--- config.mk ---
export PLATFORM = sky130hd
export DESIGN_NAME = gain_set_selector
export DESIGN_NICKNAME = d
export VERILOG_FILES = /design/src/rtl/gain_sel_pkg.sv /design/src/rtl/pin_sync3.sv /design/src/rtl/gain_set_selector.sv
export SDC_FILE = /design/constraint.sdc
export NUM_CORES = 1
export LEC_CHECK = 0
export BUFFER_PORTS_ARGS = -buffer_cell sky130_fd_sc_hd__buf_2
export CORE_MARGIN = 5
export CORE_UTILIZATION = 40
export DETAILED_ROUTE_END_ITERATION = 10
export GPL_TIMING_DRIVEN = 0
export PLACE_DENSITY = 0.67
export SLEW_MARGIN = 10
export SYNTH_ARGS = -nofsm -noshare
export SYNTH_HDL_FRONTEND = slang
export SYNTH_SLANG_ARGS = --single-unit
--- constraint.sdc ---
create_clock -name core_clk -period 12.1 [get_ports core_clk]
set_input_delay 0 -clock core_clk [delete_from_list [all_inputs] [get_ports core_clk]]
set_output_delay 0 -clock core_clk [all_outputs]
set_load 0.01 [all_outputs]
--- src/rtl/gain_sel_pkg.sv ---
/*
  Package for the servo gain set selector: register map, field layouts,
  reset values, mode codes and timing constants.
  Assumes a 20 MHz core clock and an Avalon-MM slave with 32-bit data.
*/
package gain_sel_pkg;

  // Core clock rate and the delay step of the return timer
  localparam int unsigned CLK_HZ          = 20_000_000;
  localparam int unsigned DELAY_STEP_US   = 100;  // 0.1 ms per delay count
  localparam int unsigned DELAY_STEP_CYC  = (CLK_HZ / 1_000_000) * DELAY_STEP_US;
  localparam logic [11:0] DELAY_STEP_LAST = 12'(DELAY_STEP_CYC - 1);

  // Register byte addresses (word aligned)
  localparam logic [3:0] ADDR_CTRL   = 4'h0;
  localparam logic [3:0] ADDR_DELAY  = 4'h4;
  localparam logic [3:0] ADDR_LEVEL  = 4'h8;
  localparam logic [3:0] ADDR_HYST   = 4'hc;

  // Control register field positions
  localparam int unsigned CTRL_MODE_LSB   = 0;   // 4-bit switch mode
  localparam int unsigned CTRL_ENABLE_BIT = 4;   // second gain enable
  localparam int unsigned CTRL_SEL_BIT    = 8;   // read-only: gain set in use
  localparam int unsigned CTRL_TIMING_BIT = 9;   // read-only: return timer busy

  // Reset values and limits
  localparam logic [3:0]  MODE_RST    = 4'h0;
  localparam logic        ENABLE_RST  = 1'b1;
  localparam logic [13:0] DELAY_RST   = 14'h000a;
  localparam logic [13:0] DELAY_MAX   = 14'h2710;  // 10000
  localparam logic [14:0] LEVEL_RST   = 15'h0000;
  localparam logic [14:0] HYST_RST    = 15'h0000;
  localparam logic [14:0] SETTING_MAX = 15'h4e20;  // 20000

  // Switch modes
  localparam logic [3:0] MODE_FIX1   = 4'h0;
  localparam logic [3:0] MODE_FIX2   = 4'h1;
  localparam logic [3:0] MODE_INPUT  = 4'h2;
  localparam logic [3:0] MODE_TORQUE = 4'h3;
  localparam logic [3:0] MODE_SPDCMD = 4'h5;
  localparam logic [3:0] MODE_DEV    = 4'h6;
  localparam logic [3:0] MODE_POSCMD = 4'h7;
  localparam logic [3:0] MODE_INPOS  = 4'h8;
  localparam logic [3:0] MODE_SPEED  = 4'h9;
  localparam logic [3:0] MODE_CMDSPD = 4'ha;

  // Measurements from the control loops, magnitudes in mode units
  typedef struct packed {
    logic [15:0] torque_mag;     // Torque command magnitude, percent
    logic [15:0] speed_cmd_mag;  // Speed command magnitude, r/min
    logic [15:0] speed_mag;      // Actual speed magnitude, r/min
    logic [15:0] dev_enc_mag;    // Deviation in encoder units
    logic [15:0] dev_ext_mag;    // Deviation in external scale units
    logic        pos_cmd_nonzero;
    logic        pos_complete;
  } loop_meas_t;

  // Drive control mode flags
  typedef struct packed {
    logic position_ctl;
    logic full_closed_ctl;
  } ctl_mode_t;

  // Avalon-MM slave signals
  typedef struct packed {
    logic [3:0]  address;
    logic        read;
    logic        write;
    logic [31:0] writedata;
    logic [3:0]  byteenable;
  } avl_req_t;

  typedef struct packed {
    logic [31:0] readdata;
    logic        waitrequest;
  } avl_rsp_t;

endpackage : gain_sel_pkg

--- src/rtl/pin_sync3.sv ---
/*
  Three-stage input synchroniser with agreement filter.
  Assumes one core clock; the input may change at any time.
*/
`timescale 1ns/1ps
`default_nettype none
module pin_sync3 (
  input  wire logic core_clk,
  input  wire logic rst,
  input  wire logic pin_in,
  output var  logic level_r
);

  logic s1_r;
  logic s2_r;
  logic s3_r;

  // Shift chain; the level moves only once stages two and three agree
  always_ff @(posedge core_clk or posedge rst) begin
    if (rst) begin
      s1_r    <= 1'b0;
      s2_r    <= 1'b0;
      s3_r    <= 1'b0;
      level_r <= 1'b0;
    end else begin
      s1_r <= pin_in;
      s2_r <= s1_r;
      s3_r <= s2_r;
      if (s2_r == s3_r) begin
        level_r <= s3_r;
      end
    end
  end

endmodule : pin_sync3
`default_nettype wire

--- src/rtl/gain_set_selector.sv ---
/*
  Servo gain set selector: chooses first or second gain set for position
  and full-closed control from the configured trigger mode, with level,
  hysteresis and a return delay. Settings sit behind an Avalon-MM slave.
  Assumes a single 20 MHz clock, asynchronous active-high reset, and loop
  measurements already synchronous to core_clk.
*/
// Functional notes
// - Mode 0 fixes first gain, mode 1 fixes second gain.
// - Second gain in modes 1 to 10 only when second gain enable is 1; else first gain.
// - Mode 2: input open gives first gain, tied to common gives second.
// - Mode 2 without an assigned input holds first gain.
// - Mode 3: torque above level plus hysteresis, return after delay below.
// - Mode 5: speed command above level plus hysteresis, delayed return.
// - Mode 6: position deviation above level plus hysteresis, delayed return.
// - Mode 6 uses encoder units in position, scale units in full-closed.
// - Mode 7: nonzero position command enters; zero for delay returns.
// - Mode 8: incomplete positioning enters; completion for delay returns.
// - Mode 9: actual speed above level plus hysteresis, delayed return.
// - Mode 10: command nonzero enters; zero command and low speed return.
// - Modes 5 to 10 act only in position or full-closed control.
// - Delay 0 to 10000 steps of 0.1 ms, default 10, timed modes.
// - Level 0 to 20000, default 0, used in modes 3,5,6,9,10.
// - Hysteresis 0 to 20000, default 0, same modes.
// - Level below hysteresis makes effective hysteresis equal level.
`timescale 1ns/1ps
`default_nettype none
module gain_set_selector (
  input  wire logic                    core_clk,
  input  wire logic                    rst,
  input  wire gain_sel_pkg::avl_req_t  avl_req,
  output var  gain_sel_pkg::avl_rsp_t  avl_rsp,
  input  wire gain_sel_pkg::loop_meas_t meas,
  input  wire gain_sel_pkg::ctl_mode_t ctl_mode,
  input  wire logic                    gain_in_closed,
  input  wire logic                    gain_in_assigned,
  output var  logic                    second_gain_r
);
  import gain_sel_pkg::*;

  typedef enum logic [1:0] {
    ST_FIRST  = 2'b01,
    ST_SECOND = 2'b10
  } sel_state_t;

  // Settings
  logic [3:0]  position_switch_mode_r;
  logic        second_gain_enable_r;
  logic [13:0] return_delay_setting_r;
  logic [14:0] switch_level_setting_r;
  logic [14:0] switch_hysteresis_setting_r;

  sel_state_t  state_r;
  sel_state_t  state_nxt;
  logic [11:0] step_cnt_r;
  logic [13:0] delay_cnt_r;
  logic        ack_r;
  logic        wait_r;
  logic [31:0] rdata_r;
  logic        gain_pin_level;

  // Synchronised gain select input (closed to common return = high)
  pin_sync3 u_gain_sync (
    .core_clk (core_clk),
    .rst      (rst),
    .pin_in   (gain_in_closed),
    .level_r  (gain_pin_level)
  );

  // Bus decode: one wait cycle, then acknowledge
  wire         bus_req   = avl_req.read | avl_req.write;
  wire         bus_take  = bus_req & ~ack_r;
  // A write lands only at the edge where waitrequest is seen low
  wire         wr_take   = ack_r & avl_req.write;
  // Register select
  wire         sel_ctrl  = avl_req.address == ADDR_CTRL;
  wire         sel_delay = avl_req.address == ADDR_DELAY;
  wire         sel_level = avl_req.address == ADDR_LEVEL;
  wire         sel_hyst  = avl_req.address == ADDR_HYST;
  wire [31:0]  wd        = avl_req.writedata;
  wire [3:0]   be        = avl_req.byteenable;

  // Write values with byte lanes; unused lanes read as zero
  wire [15:0]  wd_lo     = {be[1] ? wd[15:8] : 8'h00, be[0] ? wd[7:0] : 8'h00};

  // Out-of-range settings clamp to the largest legal value
  wire         delay_over = (wd_lo[13:0] > DELAY_MAX) || (wd_lo[15:14] != 2'b00);
  wire         set_over   = (wd_lo[14:0] > SETTING_MAX) || wd_lo[15];
  wire [13:0]  delay_in   = delay_over ? DELAY_MAX : wd_lo[13:0];
  wire [14:0]  set_in     = set_over ? SETTING_MAX : wd_lo[14:0];

  // Setting words are only taken with both low byte lanes
  wire         lanes_lo   = be[0] & be[1];

  wire [14:0]  hyst_eff  = (switch_level_setting_r < switch_hysteresis_setting_r) ?
                           switch_level_setting_r : switch_hysteresis_setting_r;
  // Thresholds: level plus and minus the effective hysteresis
  wire [15:0]  thr_up    = {1'b0, switch_level_setting_r} + {1'b0, hyst_eff};
  wire [15:0]  thr_down  = {1'b0, switch_level_setting_r} - {1'b0, hyst_eff};

  // Position-family modes need position or full-closed control
  wire         pos_ctl_any = ctl_mode.position_ctl | ctl_mode.full_closed_ctl;

  // Deviation unit follows the control mode
  wire [15:0]  dev_mag   = ctl_mode.full_closed_ctl ? meas.dev_ext_mag : meas.dev_enc_mag;

  // Magnitude selected by mode for the level-based triggers
  logic [15:0] mag_sel;
  always_comb begin
    unique case (position_switch_mode_r)
      MODE_TORQUE: mag_sel = meas.torque_mag;
      MODE_SPDCMD: mag_sel = meas.speed_cmd_mag;
      MODE_DEV:    mag_sel = dev_mag;
      // Actual speed, also for mode 10 return
      default:     mag_sel = meas.speed_mag;
    endcase
  end

  // Strict compares: exceed to enter, stay below to return
  wire         mag_above = mag_sel > thr_up;
  wire         mag_below = mag_sel < thr_down;

  // Enter and return conditions per mode
  logic enter_c;
  logic return_c;
  logic trig_mode;
  always_comb begin
    enter_c   = 1'b0;
    return_c  = 1'b1;
    trig_mode = 1'b0;
    unique case (position_switch_mode_r)
      // Torque trigger in every control mode
      MODE_TORQUE: begin
        trig_mode = 1'b1;
        enter_c   = mag_above;
        return_c  = mag_below;
      end
      MODE_SPDCMD, MODE_DEV, MODE_SPEED: begin
        trig_mode = pos_ctl_any;
        enter_c   = mag_above;
        return_c  = mag_below;
      end
      MODE_POSCMD: begin
        trig_mode = pos_ctl_any;
        enter_c   = meas.pos_cmd_nonzero;
        return_c  = ~meas.pos_cmd_nonzero;
      end
      MODE_INPOS: begin
        trig_mode = pos_ctl_any;
        enter_c   = ~meas.pos_complete;
        return_c  = meas.pos_complete;
      end
      MODE_CMDSPD: begin
        trig_mode = pos_ctl_any;
        enter_c   = meas.pos_cmd_nonzero;
        return_c  = ~meas.pos_cmd_nonzero & mag_below;
      end
      // Fixed, input and undefined modes never trigger
      default: begin
        trig_mode = 1'b0;
        enter_c   = 1'b0;
        return_c  = 1'b1;
      end
    endcase
  end

  // Delay done once the count reaches the setting
  wire         step_tick  = step_cnt_r == DELAY_STEP_LAST;
  wire         delay_done = delay_cnt_r >= return_delay_setting_r;

  wire         fixed_second = position_switch_mode_r == MODE_FIX2;
  wire         input_second = (position_switch_mode_r == MODE_INPUT) & gain_in_assigned & gain_pin_level;
  wire         use_trig     = second_gain_enable_r & trig_mode;
  wire         direct_sec   = second_gain_enable_r & (fixed_second | input_second);

  // Next state of the triggered selection
  always_comb begin
    state_nxt = state_r;
    unique case (state_r)
      ST_FIRST: begin
        if (use_trig && enter_c) begin
          state_nxt = ST_SECOND;
        end
      end
      ST_SECOND: begin
        // Leaving trigger switching drops at once
        if (!use_trig) begin
          state_nxt = ST_FIRST;
        // Otherwise wait for the delay to run out
        end else if (return_c && delay_done) begin
          state_nxt = ST_FIRST;
        end
      end
      default: state_nxt = ST_FIRST;
    endcase
  end

  // Return timer restarts whenever the return condition lapses
  always_ff @(posedge core_clk or posedge rst) begin
    if (rst) begin
      step_cnt_r  <= 12'h000;
      delay_cnt_r <= 14'h0000;
    end else if (state_r != ST_SECOND || !return_c || !use_trig) begin
      step_cnt_r  <= 12'h000;
      delay_cnt_r <= 14'h0000;
    end else begin
      // Count 0.1 ms steps while the return condition holds
      step_cnt_r <= step_tick ? 12'h000 : step_cnt_r + 12'h001;
      if (step_tick && !delay_done) begin
        delay_cnt_r <= delay_cnt_r + 14'h0001;
      end
    end
  end

  // Selection state and registered output
  always_ff @(posedge core_clk or posedge rst) begin
    if (rst) begin
      state_r       <= ST_FIRST;
      second_gain_r <= 1'b0;
    end else begin
      state_r       <= state_nxt;
      // Unlisted modes fall to first gain
      second_gain_r <= direct_sec | (use_trig & (state_nxt == ST_SECOND));
    end
  end

  always_ff @(posedge core_clk or posedge rst) begin
    if (rst) begin
      position_switch_mode_r      <= MODE_RST;
      second_gain_enable_r        <= ENABLE_RST;
      return_delay_setting_r      <= DELAY_RST;
      switch_level_setting_r      <= LEVEL_RST;
      switch_hysteresis_setting_r <= HYST_RST;
    end else if (wr_take) begin
      if (sel_ctrl && be[0]) begin
        position_switch_mode_r <= wd[CTRL_MODE_LSB +: 4];
        second_gain_enable_r   <= wd[CTRL_ENABLE_BIT];
      end
      if (sel_delay && lanes_lo) begin
        return_delay_setting_r <= delay_in;
      end
      if (sel_level && lanes_lo) begin
        switch_level_setting_r <= set_in;
      end
      if (sel_hyst && lanes_lo) begin
        switch_hysteresis_setting_r <= set_in;
      end
    end
  end

  // Return timer shows busy once a delay step has been counted
  wire         timer_busy = delay_cnt_r != 14'h0000;

  // Control word read-back, fields at their register positions
  logic [31:0] ctrl_rd;
  always_comb begin
    ctrl_rd                     = 32'h00000000;
    ctrl_rd[CTRL_MODE_LSB +: 4] = position_switch_mode_r;
    ctrl_rd[CTRL_ENABLE_BIT]    = second_gain_enable_r;
    ctrl_rd[CTRL_SEL_BIT]       = second_gain_r;
    ctrl_rd[CTRL_TIMING_BIT]    = timer_busy;
  end

  // Read data mux; unmapped reads give zero
  wire [31:0] rd_mux  = sel_ctrl  ? ctrl_rd :
                        sel_delay ? {18'h00000, return_delay_setting_r} :
                        sel_level ? {17'h00000, switch_level_setting_r} :
                        sel_hyst  ? {17'h00000, switch_hysteresis_setting_r} : 32'h00000000;

  // Bus handshake: waitrequest high until the second cycle
  always_ff @(posedge core_clk or posedge rst) begin
    if (rst) begin
      ack_r   <= 1'b0;
      wait_r  <= 1'b1;
      rdata_r <= 32'h00000000;
    end else begin
      ack_r   <= bus_take;
      wait_r  <= ~bus_take;
      rdata_r <= bus_take ? rd_mux : rdata_r;
    end
  end

  // Bus outputs straight from their registers
  assign avl_rsp.readdata    = rdata_r;
  assign avl_rsp.waitrequest = wait_r;

endmodule : gain_set_selector
`default_nettype wire

# ---- After elaboration in Yosys (flattened, before gate mapping)
# Cells that the tools add are included.
dict set report totals {
  ff_bits 116
  latchBits 0
  mem_bits_rw 0
  rom_bits 0
  inputBits 130
  output_inout_bits 34
  wordCells 108
  mem_count 0
}
dict set report op_classes {
  addsub 4
  multipliers 0
  div_mod_pow 0
  magnitude_cmp 6
  eq_ne 18
  shifts 0
  muxes 22
  bitwise 17
  n_reduce_logical 25
}
# cell n
set ops {}
lappend ops {{$mux 15} 6}
lappend ops {{$pmux 16 s3} 1}
lappend ops {{$mux 14} 3}
lappend ops {{$mux 12} 2}
lappend ops {{$eq 4x4->1 const B} 5}
lappend ops {{$add 15x15->16} 1}
lappend ops {{$eq 4x3->1 const B} 4}
lappend ops {{$gt 16x16->1} 1}
lappend ops {{$lt 16x16->1} 1}
lappend ops {{$mux 16} 1}
lappend ops {{$mux 8} 2}
lappend ops {{$sub 15x15->16} 1}
lappend ops {{$gt 15x15->1 const B} 1}
lappend ops {{$lt 15x15->1} 1}
lappend ops {{$add 14x1->14 const B} 1}
lappend ops {{$ge 14x14->1} 1}
lappend ops {{$gt 14x14->1 const B} 1}
lappend ops {{$reduce_bool 14->1} 1}
lappend ops {{$add 12x1->12 const B} 1}
lappend ops {{$eq 12x11->1 const B} 1}
lappend ops {{$and 1x1->1} 9}
lappend ops {{$eq 4x2->1 const B} 2}
lappend ops {{$reduce_and 2->1} 4}
lappend ops {{$logic_and 1x1->1} 7}
lappend ops {{other kinds (19)} 34}

# ---- Longest topological paths before layout
# Gate-level depths: netlist of the first run.
dict set report logic_depth {
  ltp_word 13
  ltp_mapped 28
  depth_no_buf 27
}

# ---- Hierarchy
# Synthesis of the first run repeated with hierarchy kept, for this count alone.
dict set report unflattened {
  cells_unflattened 1004
  hier_area_um2 8692.1
}
# mod n_inst cells_per_inst area_each_um2 seq_area_each_um2
set by_module_without_submodules {}
lappend by_module_without_submodules {gain_set_selector 1 998 8577.0 2383.5}
lappend by_module_without_submodules {pin_sync3 1 6 115.1 100.1}

# ---- Worst setup path after synthesis of the first run
# No wires, ideal clock.
dict set report synth_timing {
  path_type {reg2reg}
  startpoint {reg switch_level_setting_r[8]}
  endpoint {reg second_gain_r}
  setup_ps 120
  t_arrival_ps 5135
  required_time_ps 11980
  setup_slack_ps 6844
  path_stages_with_launch 25
  path_buffers 1
  path_cell_list {dfrtp_1 > ha_1 > a21o_1 > a2111oi_0 > o21ai_1 > a31oi_1 > buf_4 > mux2_1 > ha_1 > fa_1 > o21bai_1 > a311oi_1 > o31ai_1 > o21bai_1 > o21bai_1 > a21oi_1 > xnor2_1 > ha_1 > nand2_1 > o21a_1 > o211ai_1 > nor4_2 > a2bb2oi_1 > o221ai_2 > a41o_1}
}
dict set report synth_via {
  elab_chain_cells 13
  elab_cells_between_ends 18
  cone_classes {2 x add/sub; 3 x order compare; 1 x eq/ne; 7 x mux; 3 x bitwise; 2 x reduce/logical}
}
# element line_no
set synth_rtl {}
lappend synth_rtl {{start, declared} gain_set_selector.sv:50} ;# logic [14:0] switch_level_setting_r;
lappend synth_rtl {{start signal, assigned} gain_set_selector.sv:243} ;# switch_level_setting_r <= set_in;
lappend synth_rtl {{$lt 15x15->1} gain_set_selector.sv:95} ;# wire [14:0] hyst_eff = (switch_level_setting_r < switch_hysteresis_setting_r) ?
lappend synth_rtl {{$mux 15} gain_set_selector.sv:95}
lappend synth_rtl {{$sub 15x15->16} gain_set_selector.sv:99} ;# wire [15:0] thr_down = {1'b0, switch_level_setting_r} - {1'b0, hyst_eff};
lappend synth_rtl {{$lt 16x16->1} gain_set_selector.sv:121} ;# wire mag_below = mag_sel < thr_down;
lappend synth_rtl {{$and 1x1->1} gain_set_selector.sv:156} ;# return_c = ~meas.pos_cmd_nonzero & mag_below;
lappend synth_rtl {{$pmux 1 s4} gain_set_selector.sv:131} ;# unique case (position_switch_mode_r)
lappend synth_rtl {{$logic_and 1x1->1} gain_set_selector.sv:190} ;# end else if (return_c && delay_done) begin
lappend synth_rtl {{$mux 2} gain_set_selector.sv:190}
lappend synth_rtl {{$mux 2} gain_set_selector.sv:187} ;# if (!use_trig) begin
lappend synth_rtl {{$pmux 2 s2 (*)} gain_set_selector.sv:179} ;# unique case (state_r)
lappend synth_rtl {{named net state_nxt[1]} gain_set_selector.sv:54} ;# sel_state_t state_nxt;
lappend synth_rtl {{$eq 2x2->1 (*)} gain_set_selector.sv:223} ;# second_gain_r <= direct_sec | (use_trig & (state_nxt == ST_SECOND));
lappend synth_rtl {{$and 1x1->1 (*)} gain_set_selector.sv:223}
lappend synth_rtl {{$or 1x1->1 (*)} gain_set_selector.sv:223}
lappend synth_rtl {{end signal, assigned} gain_set_selector.sv:223}
lappend synth_rtl {{end, declared} gain_set_selector.sv:37} ;# output var logic second_gain_r
# Mark *: on every way through the listed nets, which the timed path passes. The rest lies on a longest branch.
# A chain may end at the register's enable or synchronous reset.

# ---- Worst setup path after layout of the first run
dict set report layout_timing {
  startpoint {reg switch_level_setting_r[8]}
  endpoint {reg step_cnt_r[9]}
}
dict set report layout_via {
  elab_chain_cells 10
}
# element line_no
set layout_rtl {}
lappend layout_rtl {{$lt 15x15->1} gain_set_selector.sv:95}
lappend layout_rtl {{$mux 15} gain_set_selector.sv:95}
lappend layout_rtl {{$sub 15x15->16 (*)} gain_set_selector.sv:99}
lappend layout_rtl {{$lt 16x16->1 (*)} gain_set_selector.sv:121}
lappend layout_rtl {{$and 1x1->1} gain_set_selector.sv:156}
lappend layout_rtl {{$pmux 1 s4 (*)} gain_set_selector.sv:131}
lappend layout_rtl {{$logic_not 1->1 (*)} gain_set_selector.sv:203} ;# end else if (state_r != ST_SECOND || !return_c || !use_trig) begin
lappend layout_rtl {{$logic_or 1x1->1 (*) (2 in a row)} gain_set_selector.sv:203}
lappend layout_rtl {{$mux 12 (*)} gain_set_selector.sv:203}
lappend layout_rtl {{end signal, assigned} gain_set_selector.sv:208} ;# step_cnt_r <= step_tick ? 12'h000 : step_cnt_r + 12'h001;
lappend layout_rtl {{end, declared} gain_set_selector.sv:55} ;# logic [11:0] step_cnt_r;
# Mark *: on every way between the ends. The rest lies on a longest branch, timed or not.

==> impl_metrics.yaml, run 1 <==
worst_hold_path:
  hold_path_class: "primary input to flip-flop"
  holdCritStartpoint: "avl_req[19]"
  hold_depth: 3
  holdPathEnd: "switch_level_setting_r[14]"
place:
  portBuffers: 125
  placedCellCount: 1394
  dp_hpwl_mm: 19.3
  gp_congestion: 0.891
power_and_ir_drop:
  power_density_nw_per_um2: 119
  ir_drop_mv: 0.0711
  power_w: 0.00120
  power_leakage_nw: 4.58
global_routing:
  grt_overflow: 0
  grt.total_usage_pct: 19.2
  grt_busiest_layer: "met2"
  grt_pass1_wl_mm: 38.4
  grt_util_met1_pct: 27.4
  grt_max_degree: 62
  antenna_found_initial: 0
  grt_pass1_vias: 7490
  globalRouteMet2Util_pct: 30.6
  use_met3_pct: 2.60
synthesis:
  synth_edf_count: 0
  synth-seq-cells: 99
  synth.distinct_cells: 83
  synth_area_sq_um: 8570
  ys_async_sr_fraction_pct: 100
  synth_area_per_cell_sq_um: 8.77
  ys_seq_area_share_pct: 29.0
  synth_flop_cell: "dfrtp_1"
  synth_warnings: 0
  synthCells: 977
clocking:
  htree_levels: 3
  post_cts_buffers: 0
  clk_latency_ns: 0.35
  cts-buffers-inserted: 9
  clkTransAtPathRegs_ns: 0.07
  clockBufferDepth: 2
  root_buffer: "clkbuf_16"
  cts_tree: "done"
  hold_buffers: 17
  postCtsResizedCells: 0
  clkSinkCount: 99
final_layout:
  final-seq-area_sq_um: 2480
  fillers: 2073
  final_cells: 1427
  num-nets-final: 1375
  syn_to_final_growth_pct: 17.5
  drive_above_1_share_pct: 19.4
  multi_input_area_sq_um: 5570
  antenna_cells: 0
timing:
  worst_pin_slew_ns: 0.785
  fin_crit_ns: 6.14
  fmax_mhz: 163
  slew_viol_final: 0
  skew_ns: 0.0152
  setup-tns-final_ns: 0
  slew_headroom_pct: 47.2
  whs_ns: 0.0196
  grt_setup_unrepaired: "no"
  period_share_pct: 50.8
  finalHoldViolCount: 0
  finalSetupViolCount: 0
critical_path:
  ff2ff_setup_slack_ns: 5.96
  crit_path_start_kind: "flip-flop"
  crit_path_end_kind: "flip-flop"
  r2r_start: "switch_level_setting_r[8]"
  arrival_ns: 6.43
  timing.rr.end: "step_cnt_r[9]"
  required_ns: 12.38
  reg2regPathDepth: 24
  critPathKind: "flip-flop to flip-flop"
  cp_max_fo: 10
floorplanning:
  core-area_sq_um: 21100
  start_util_pct: 40.6
  die_h_um: 156
  die_area_sq_um: 24400
  die_x_um: 156
  ios: 164
  rows: 53
drt:
  drt-initial-drc-count: 568
  vias: 7775
  wl_per_cell_um: 16.7
  viasPerCell: 5.45
  drtPass1Iterations: 5
  drc: 0
  routed_wl_mm: 23.9
  ant_nets: 0
run:
  maxCapViolations: 0
status:
  status: "finished clean"
==> layout make-up <==
type / count / share of cell area, %
timing repair buffer: 143 / 8.18
sequential: 99 / 24.7
buffer: 63 / 3.42
clock buffer: 10 / 2.27
clock inverter: 6 / 0.398
tap: 275 / 3.42
inverter: 60 / 2.26
multi-input combinational: 771 / 55.4
==> synth_stat cells, types with 12 or more instances <==
master / n / area, sq um
a221oi_1: 12 / 105
o21ai_1: 30 / 150
mux2_2: 17 / 191
mux2i_1: 32 / 320
inv_1: 60 / 225
nor2_1: 83 / 312
nand4_1: 14 / 87.6
clkbuf_1: 28 / 105
buf_4: 22 / 165
nand2_1: 92 / 345
nand3_1: 16 / 80.1
dfrtp_1: 94 / 2350
a22o_1: 13 / 114
a21oi_1: 53 / 265
mux2_1: 14 / 158
xnor2_1: 34 / 298
ha_1: 96 / 1200
a22oi_1: 20 / 150
o21ai_0: 48 / 240
nor3_1: 13 / 65.1
==> placed cells by master (no fill, tap or decap), types with 7 or more instances in the layout <==
cell type / Yosys / final
buf_2: 8 / 133
ha_1: 96 / 96
dfrtp_1: 94 / 94
nand2_1: 92 / 92
nor2_1: 83 / 83
inv_1: 60 / 59
a21oi_1: 53 / 53
o21ai_0: 48 / 48
xnor2_1: 34 / 34
mux2i_1: 32 / 32
o21ai_1: 30 / 30
clkbuf_1: 28 / 29
buf_4: 22 / 22
a22oi_1: 20 / 20
mux2_2: 17 / 17
conb_1: 1 / 17
dlygate4sd3_1: 0 / 17
nand3_1: 16 / 16
nand4_1: 14 / 14
mux2_1: 14 / 14
nor3_1: 13 / 13
a22o_1: 13 / 13
a221oi_1: 12 / 12
xor2_1: 11 / 11
nor2b_1: 10 / 10
a21o_1: 10 / 10
or3_1: 9 / 9
nand2b_1: 9 / 9
clkbuf_16: 0 / 9
nor4_1: 7 / 7
==> worst max-delay path by stage <==
stage | slack [ns] | cells past startpoint | from | endpoint
3_3_place_gp | 6.05 | 26 | switch_level_setting_r[1] | step_cnt_r[3]
3_5_place_dp | 5.92 | 25 | switch_level_setting_r[1] | step_cnt_r[6]
5_1_grt | 5.35 | 24 | switch_level_setting_r[8] | step_cnt_r[3]
2_1_floorplan | 6.84 | 24 | switch_level_setting_r[8] | second_gain_r
6_report | 5.96 | 24 | switch_level_setting_r[8] | step_cnt_r[9]
4_1_cts | 5.91 | 25 | switch_level_setting_r[1] | step_cnt_r[3]
==> registers in the layout, summed over array words and instances, names as in the netlist <==
name,count
u_gain_sync.s1_r,1
u_gain_sync.level_r,1
second_gain_enable_r,1
position_switch_mode_r,4
u_gain_sync.s2_r,1
wait_r,1
switch_level_setting_r,15
switch_hysteresis_setting_r,15
step_cnt_r,12
second_gain_r,1
ack_r,1
u_gain_sync.s3_r,1
rdata_r,15
state_r,2
delay_cnt_r,14
return_delay_setting_r,14
==> metal layers <==
metal	share of wire, %	vias to the layer above	routed length, um
met5	0	-	0
met4	2.2	0	522
met3	6.9	36	1640
met2	44	259	10500
met1	47	3647	11200
li1	-	3833	-
==> power by group <==
part / internal [W] / switching, W / total [W]
sequential: 0.000350 / 0.0000217 / 0.000372
combinational: 0.000246 / 0.000309 / 0.000556
clock: 0.000140 / 0.000129 / 0.000269
==> critical path, cell delays in order (launching register included) <==
cell and delay, ns:
dfrtp_1 0.46, ha_1 0.34, a21o_1 0.17, a2111oi_0 0.41
o21ai_1 0.14, a31oi_1 0.24, buf_4 0.24, mux2_1 0.35
ha_1 0.27, buf_2 0.21, nor3_1 0.09, a2111oi_0 0.67
o31a_1 0.22, a211oi_1 0.08, nor2_1 0.17, xnor2_1 0.17
ha_1 0.28, a21oi_1 0.15, o21a_1 0.15, o211ai_1 0.12
nor4_2 0.35, o21ai_2 0.24, or2_1 0.29, buf_4 0.18
nor2_1 0.10
==> stage by stage <==
| stage | utilization (%) | cell area [sq um] | setup WS [ns] |
|---|---|---|---|
| 6_report | 47.7 | 10100 | 5.96 |
| 5_1_grt | 47.7 | 10100 | 5.35 |
| 4_1_cts | 47.7 | 10100 | 5.91 |
| 3_5_place_dp | 45.7 | 9630 | 5.92 |
| 3_3_place_gp | 45.5 | 9600 | 6.05 |
| 2_1_floorplan | - | 8630 | 6.84 |
==> kinds of logic after synthesis <==
group | count (synthesis) | share of synthesized area (%)
AOI/OAI and AO/OA | 254 | 20.4
and+or+nand+nor | 293 | 16.9
muxes | 63 | 7.81
DFF | 99 | 29.0
buffers and inverters | 123 | 6.65
xor gates and xnor gates | 45 | 4.60
other | 1 | 0.0438
adders and majority gates | 99 | 14.6
(Power assumes the default switching activity.)
==> run 2, diff against run 1 <==
--- a/config.mk
+++ b/config.mk
@@ -10,7 +10,7 @@
 export CORE_UTILIZATION = 40
 export DETAILED_ROUTE_END_ITERATION = 10
 export GPL_TIMING_DRIVEN = 0
-export PLACE_DENSITY = 0.67
+export PLACE_DENSITY = 0.69
 export SLEW_MARGIN = 10
 export SYNTH_ARGS = -nofsm -noshare
 export SYNTH_HDL_FRONTEND = slang
==> constraint.sdc (replaced) <==
create_clock -name core_clk -period 5.47 [get_ports core_clk]
set_input_delay 0 -clock core_clk [delete_from_list [all_inputs] [get_ports core_clk]]
set_output_delay 0 -clock core_clk [all_outputs]
set_load 0.01 [all_outputs]
==> impl_metrics.yaml, run 2 (synthesized netlist as in run 1, its figures left out) <==
power_and_ir_drop:
  ir_drop_mv: 0.162
  power_leakage_nw: 4.85
  power_density_nw_per_um2: 286
final_layout:
  drive_above_1_share_pct: 28.5
  final-seq-area_sq_um: 2490
  reg_top3: "rdata_r (15), switch_hysteresis_setting_r (15), switch_level_setting_r (15)"
  final_cells: 1467
  syn_to_final_growth_pct: 28.4
  num-nets-final: 1415
  fin_area_sq_um: 11000
  final_cell_mix: "130 x buf_2, 91 x nand2_1, 86 x dfrtp_1, 79 x ha_1, 74 x nor2_1"
  multi_input_area_sq_um: 6050
  final_util_pct: 52.2
  layout_commonest_cell: "buf_2"
  fillers: 1951
  antenna_cells: 0
timing:
  setup-tns-final_ns: 0
  worst_pin_slew_ns: 0.799
  period_share_pct: 99.7
  finalSetupViolCount: 0
  slew_viol_final: 0
  fmax_mhz: 183
  slew_headroom_pct: 46.3
  whs_ns: 0.0560
  fin_crit_ns: 5.45
  skew_ns: 0.00520
  finalHoldViolCount: 0
  grt_setup_unrepaired: "yes"
place:
  gp_congestion: 0.883
  placed_cell_area_sq_um: 9630
  placedCellCount: 1394
  dp_hpwl_mm: 19.3
  portBuffers: 125
drt:
  dr_wl_met3_mm: 1.95
  routed_wl_mm: 25.7
  vias: 8077
  route.met2.wl_mm: 11.7
  drc: 0
  ant_nets: 0
  highest_layer: "met4"
  drt-met1-wl_mm: 11.6
  drtPass1Iterations: 5
  viasPerCell: 5.51
  wl_per_cell_um: 17.5
  drt-initial-drc-count: 764
clocking:
  clockBufferDepth: 2
  htree_levels: 3
  clk_latency_ns: 0.35
  cts-buffers-inserted: 9
  cts_tree: "done"
  clkTransAtPathRegs_ns: 0.07
  root_buffer: "clkbuf_16"
  clkSinkCount: 99
critical_path:
  critPathKind: "flip-flop to flip-flop"
  arrival_ns: 5.70
  required_ns: 5.72
  cpMaxStageDelayCell: "dfrtp_2"
  reg2regPathDepth: 26
  crit_path_start_kind: "flip-flop"
  cp_max_fo: 6
  crit_path_end_kind: "flip-flop"
  critPathMaxStageDelay_ns: 0.43
global_routing:
  grt_overflow: 0
  grt_pass1_wl_mm: 40.3
  grt.total_usage_pct: 20.2
  antenna_found_initial: 0
  grt_max_degree: 53
  grt_pass1_vias: 7810
status:
  status: "finished clean"
worst_hold_path:
  hold_depth: 2
  hold_path_class: "primary input to flip-flop"
floorplanning:
  die_x_um: 156
  die_area_sq_um: 24400
  core-area_sq_um: 21100
  start_util_pct: 40.6
  die_h_um: 156
  rows: 53
  ios: 164
run:
  maxCapViolations: 0
run 2: final timing paths:
| check | end | slack, ns | start |
|---|---|---|---|
| setup / recovery | second_gain_r | 0.02 | switch_level_setting_r[1] |
| hold / removal | return_delay_setting_r[5] | 0.06 | avl_req[0] |
| setup reg to reg | second_gain_r | 0.02 | switch_level_setting_r[1] |
| hold reg to reg | u_gain_sync.s2_r | 0.35 | u_gain_sync.s1_r |
| max in group asynchronous | return_delay_setting_r[3] | 4.47 | rst |
| min in group asynchronous | delay_cnt_r[13] | 0.27 | rst |
run 2: metrics by stage:
step                worst slack (ns)  power, W
floorplan                      0.214   0.00174
global placement              -0.590   0.00202
detailed placement            -0.696   0.00206
CTS                         -0.00349   0.00304
global route                  -0.325   0.00334
finish                        0.0152   0.00314
run 2: metal layers:
layer,global-route usage [%],up-vias
met5,0,-
li1,-,3916
met1,28.1,3851
met4,5.00,0
met3,3.62,29
met2,32.8,281
run 2: critical path, delay by kind of cell (launching register included):
family / cells / cell delay [ns]
fa+ha+maj: 3 / 0.76
compound gates: 14 / 2.64
mux: 1 / 0.30
xor+xnor: 1 / 0.13
flops: 1 / 0.43
simple gates: 3 / 0.47
buf+inv: 4 / 0.61
run 2: repair_timing:
action,CTS,global route
hold buffers,19,0
buffers inserted,31,10
hold endpoints to repair,82,0
resized for setup,82,30
gates cloned,1,1
pin swaps,44,17
setup endpoints to repair,29,29
run 2: area by class of cell:
type,instances,share of cell area [%]
plain buffers,58,3.04
multi-input cells,771,55.0
clock buffers,12,2.24
clock inverters,4,0.887
inverters,60,2.07
repair buffers,188,11.0
flip-flops and latches,99,22.7
well taps,275,3.13
run 2: report_power, final:
group	leakage (nW)	total (W)	switching [W]	internal (W)
sequential	1.31	0.000823	0.0000482	0.000775
combinational	3.38	0.00158	0.000818	0.000763
clock	0.163	0.000740	0.000280	0.000460
==> run 3, diff against run 2 <==
--- a/config.mk
+++ b/config.mk
@@ -10,7 +10,7 @@
 export CORE_UTILIZATION = 40
 export DETAILED_ROUTE_END_ITERATION = 10
 export GPL_TIMING_DRIVEN = 0
-export PLACE_DENSITY = 0.69
+export PLACE_DENSITY = 0.67
 export SLEW_MARGIN = 10
 export SYNTH_ARGS = -nofsm -noshare
 export SYNTH_HDL_FRONTEND = slang
==> constraint.sdc (replaced) <==
create_clock -name core_clk -period 5.2 [get_ports core_clk]
set_input_delay 0 -clock core_clk [delete_from_list [all_inputs] [get_ports core_clk]]
set_output_delay 0 -clock core_clk [all_outputs]
set_load 0.01 [all_outputs]
==> impl_metrics.yaml, run 3 (synthesized netlist as in run 1, its figures left out) <==
power_and_ir_drop:
  power_leakage_nw: 4.81
  p_sw_share_pct: 38.2
  pwr-share-seq_pct: 27.6
  clockPowerShare_pct: 19.9
  power_density_nw_per_um2: 285
  power_w: 0.00312
  share_comb_of_total_power_pct: 52.5
  p_switching_w: 0.00119
  ir_drop_mv: 0.165
  p_int_w: 0.00193
final_layout:
  fin_area_sq_um: 10900
  final_cell_mix: "131 x buf_2, 91 x nand2_1, 87 x dfrtp_1, 83 x ha_1, 66 x nor2_1"
  syn_to_final_growth_pct: 27.8
  layout_commonest_cell: "buf_2"
  drive_above_1_share_pct: 28.5
  antenna_cells: 0
  fillers: 1952
  reg_top3: "rdata_r (15), switch_hysteresis_setting_r (15), switch_level_setting_r (15)"
  num-nets-final: 1413
critical_path:
  arrival_ns: 5.66
  path_buf_inv: 5
  crit_top_cell: "buf_6"
  crit_path_end_kind: "flip-flop"
  critPathKind: "flip-flop to flip-flop"
  required_ns: 5.49
  cp_max_fo: 6
  crit_path_start_kind: "flip-flop"
  cpMaxStageDelayCell: "dfrtp_1"
  critical_path.top_delay_family: "compound AO/OA/AOI/OAI gates"
  critPathMaxStageDelay_ns: 0.41
timing:
  grt_setup_unrepaired: "yes"
  finalHoldViolCount: 0
  fmax_mhz: 186
  worst_pin_slew_ns: 0.844
  finalSetupViolCount: 29
  slew_viol_final: 0
  period_share_pct: 103
  skew_ns: 0.00796
  setup_slack_ns: -0.170
  fin_crit_ns: 5.37
  slew_headroom_pct: 43.3
clocking:
  htree_levels: 3
  clk_latency_ns: 0.36
  clockBufferDepth: 2
  root_buffer: "clkbuf_16"
  cts_tree: "done"
  cts-buffers-inserted: 9
  clkTransAtPathRegs_ns: 0.07
  clkSinkCount: 99
floorplanning:
  ios: 164
  die_h_um: 156
  core-area_sq_um: 21100
  die_area_sq_um: 24400
  die_x_um: 156
  rows: 53
  start_util_pct: 40.6
drt:
  drc: 0
  drt-initial-drc-count: 621
  wl_per_cell_um: 17.1
  ant_nets: 0
  drtPass1Iterations: 6
  viasPerCell: 5.42
  vias: 7936
  routed_wl_mm: 25.0
place:
  pre_cts_slack_ns: -0.973
  dp_hpwl_mm: 19.3
  placed_cell_area_sq_um: 9740
  gp_congestion: 0.884
  portBuffers: 125
global_routing:
  grt_max_degree: 54
  grt_overflow: 0
  grt_pass1_wl_mm: 39.0
  antenna_found_initial: 0
  grt.total_usage_pct: 19.8
  grt_pass1_vias: 7572
status:
  status: "finished with violations"
  violations: "negative setup slack"
run:
  maxCapViolations: 0
worst_hold_path:
  hold_path_class: "primary input to flip-flop"
==> run 3: changes by cell type in the layout (fill, tap and decap cells not counted), moves of 2 or more <==
cell and change:
a2111oi_2 -2, a2111oi_4 +2, a21oi_1 +2, buf_4 -5, bufinv_16 -3, clkinvlp_4 +3
ha_1 +4, ha_4 -3, nor2_1 -8, nor2_2 +2, nor2_4 +6, o31ai_2 +2
==> run 3: layer usage <==
metal | vias up | global-route usage, % | routed length [um]
met3 | 30 | 2.79 | 1800
met1 | 3708 | 27.7 | 11500
met4 | 0 | 6.07 | 545
li1 | 3910 | - | -
met5 | - | 0 | 0
met2 | 288 | 32.0 | 11100
==> run 3: worst paths after layout <==
check	start	slack, ns	cells past startpoint	endpoint
max in group asynchronous	rst	4.18	4	state_r[0]
min in group asynchronous	rst	0.30	3	rdata_r[13]
worst min register to register	u_gain_sync.s1_r	0.39	0	u_gain_sync.s2_r
worst max-delay path	switch_hysteresis_setting_r[1]	-0.17	26	step_cnt_r[1]
worst min-delay path	avl_req[0]	0.06	2	return_delay_setting_r[5]
worst max register to register	switch_hysteresis_setting_r[1]	-0.17	26	step_cnt_r[1]
==> run 3: worst register-to-register path, stage by stage (launching register included) <==
cell	delay, ns
dfrtp_1	0.41
inv_2	0.09
ha_4	0.19
a21o_1	0.14
a21o_1	0.16
a211oi_2	0.22
o21ai_2	0.11
a31oi_4	0.21
buf_6	0.16
buf_6	0.11
mux2_2	0.35
ha_4	0.24
or3_4	0.39
o31a_1	0.34
a211oi_2	0.24
nor2_2	0.08
o31ai_2	0.19
ha_1	0.29
a21oi_2	0.14
o21a_1	0.16
o211ai_1	0.15
nor4_4	0.16
buf_4	0.19
o21ai_4	0.08
or2_4	0.28
buf_6	0.14
nor2_1	0.08
==> run 3: power groups by stage <==
stage / Combinational (W) / Sequential, W / Clock (W)
floorplan: 0.00100 / 0.000863 / 0
global placement: 0.00128 / 0.000877 / 0
detailed placement: 0.00132 / 0.000879 / 0
CTS: 0.00158 / 0.000860 / 0.000626
global route: 0.00183 / 0.000867 / 0.000660
finish: 0.00164 / 0.000862 / 0.000620
==> run 3: cell type report <==
cell class / instances / area (sq um) / share of cell area (%)
sequential: 99 / 2490 / 22.8
multi-input combinational: 771 / 6080 / 55.5
tap: 275 / 344 / 3.14
timing repair buffer: 183 / 1160 / 10.6
clock inverter: 4 / 30.0 / 0.274
clock buffer: 11 / 233 / 2.13
buffer: 61 / 378 / 3.45
inverter: 60 / 228 / 2.08
==> run 3: per-stage QoR <==
| step | hold WS [ns] | TNS [ns] | cells | utilization (%) |
|---|---|---|---|---|
| after global routing | 0.0753 | -10.40 | 1464 | 51.9 |
| final | 0.0554 | -2.73 | 1464 | 51.9 |
| after floorplan | 0.0314 | 0 | 993 | - |
| after detailed placement | 0.111 | -23.47 | 1394 | 46.2 |
| after global placement | 0.114 | -20.08 | 1393 | 46.1 |
| after CTS | 0.0432 | -4.29 | 1456 | 50.9 |
==> run 3: what timing repair did <==
item / in CTS / in global routing
hold endpoints to repair: 91 / 0
hold buffers: 19 / 0
resized for setup: 74 / 33
gates cloned: 1 / 1
pin swaps: 50 / 16
setup endpoints to repair: 29 / 29
setup buffers: 27 / 10
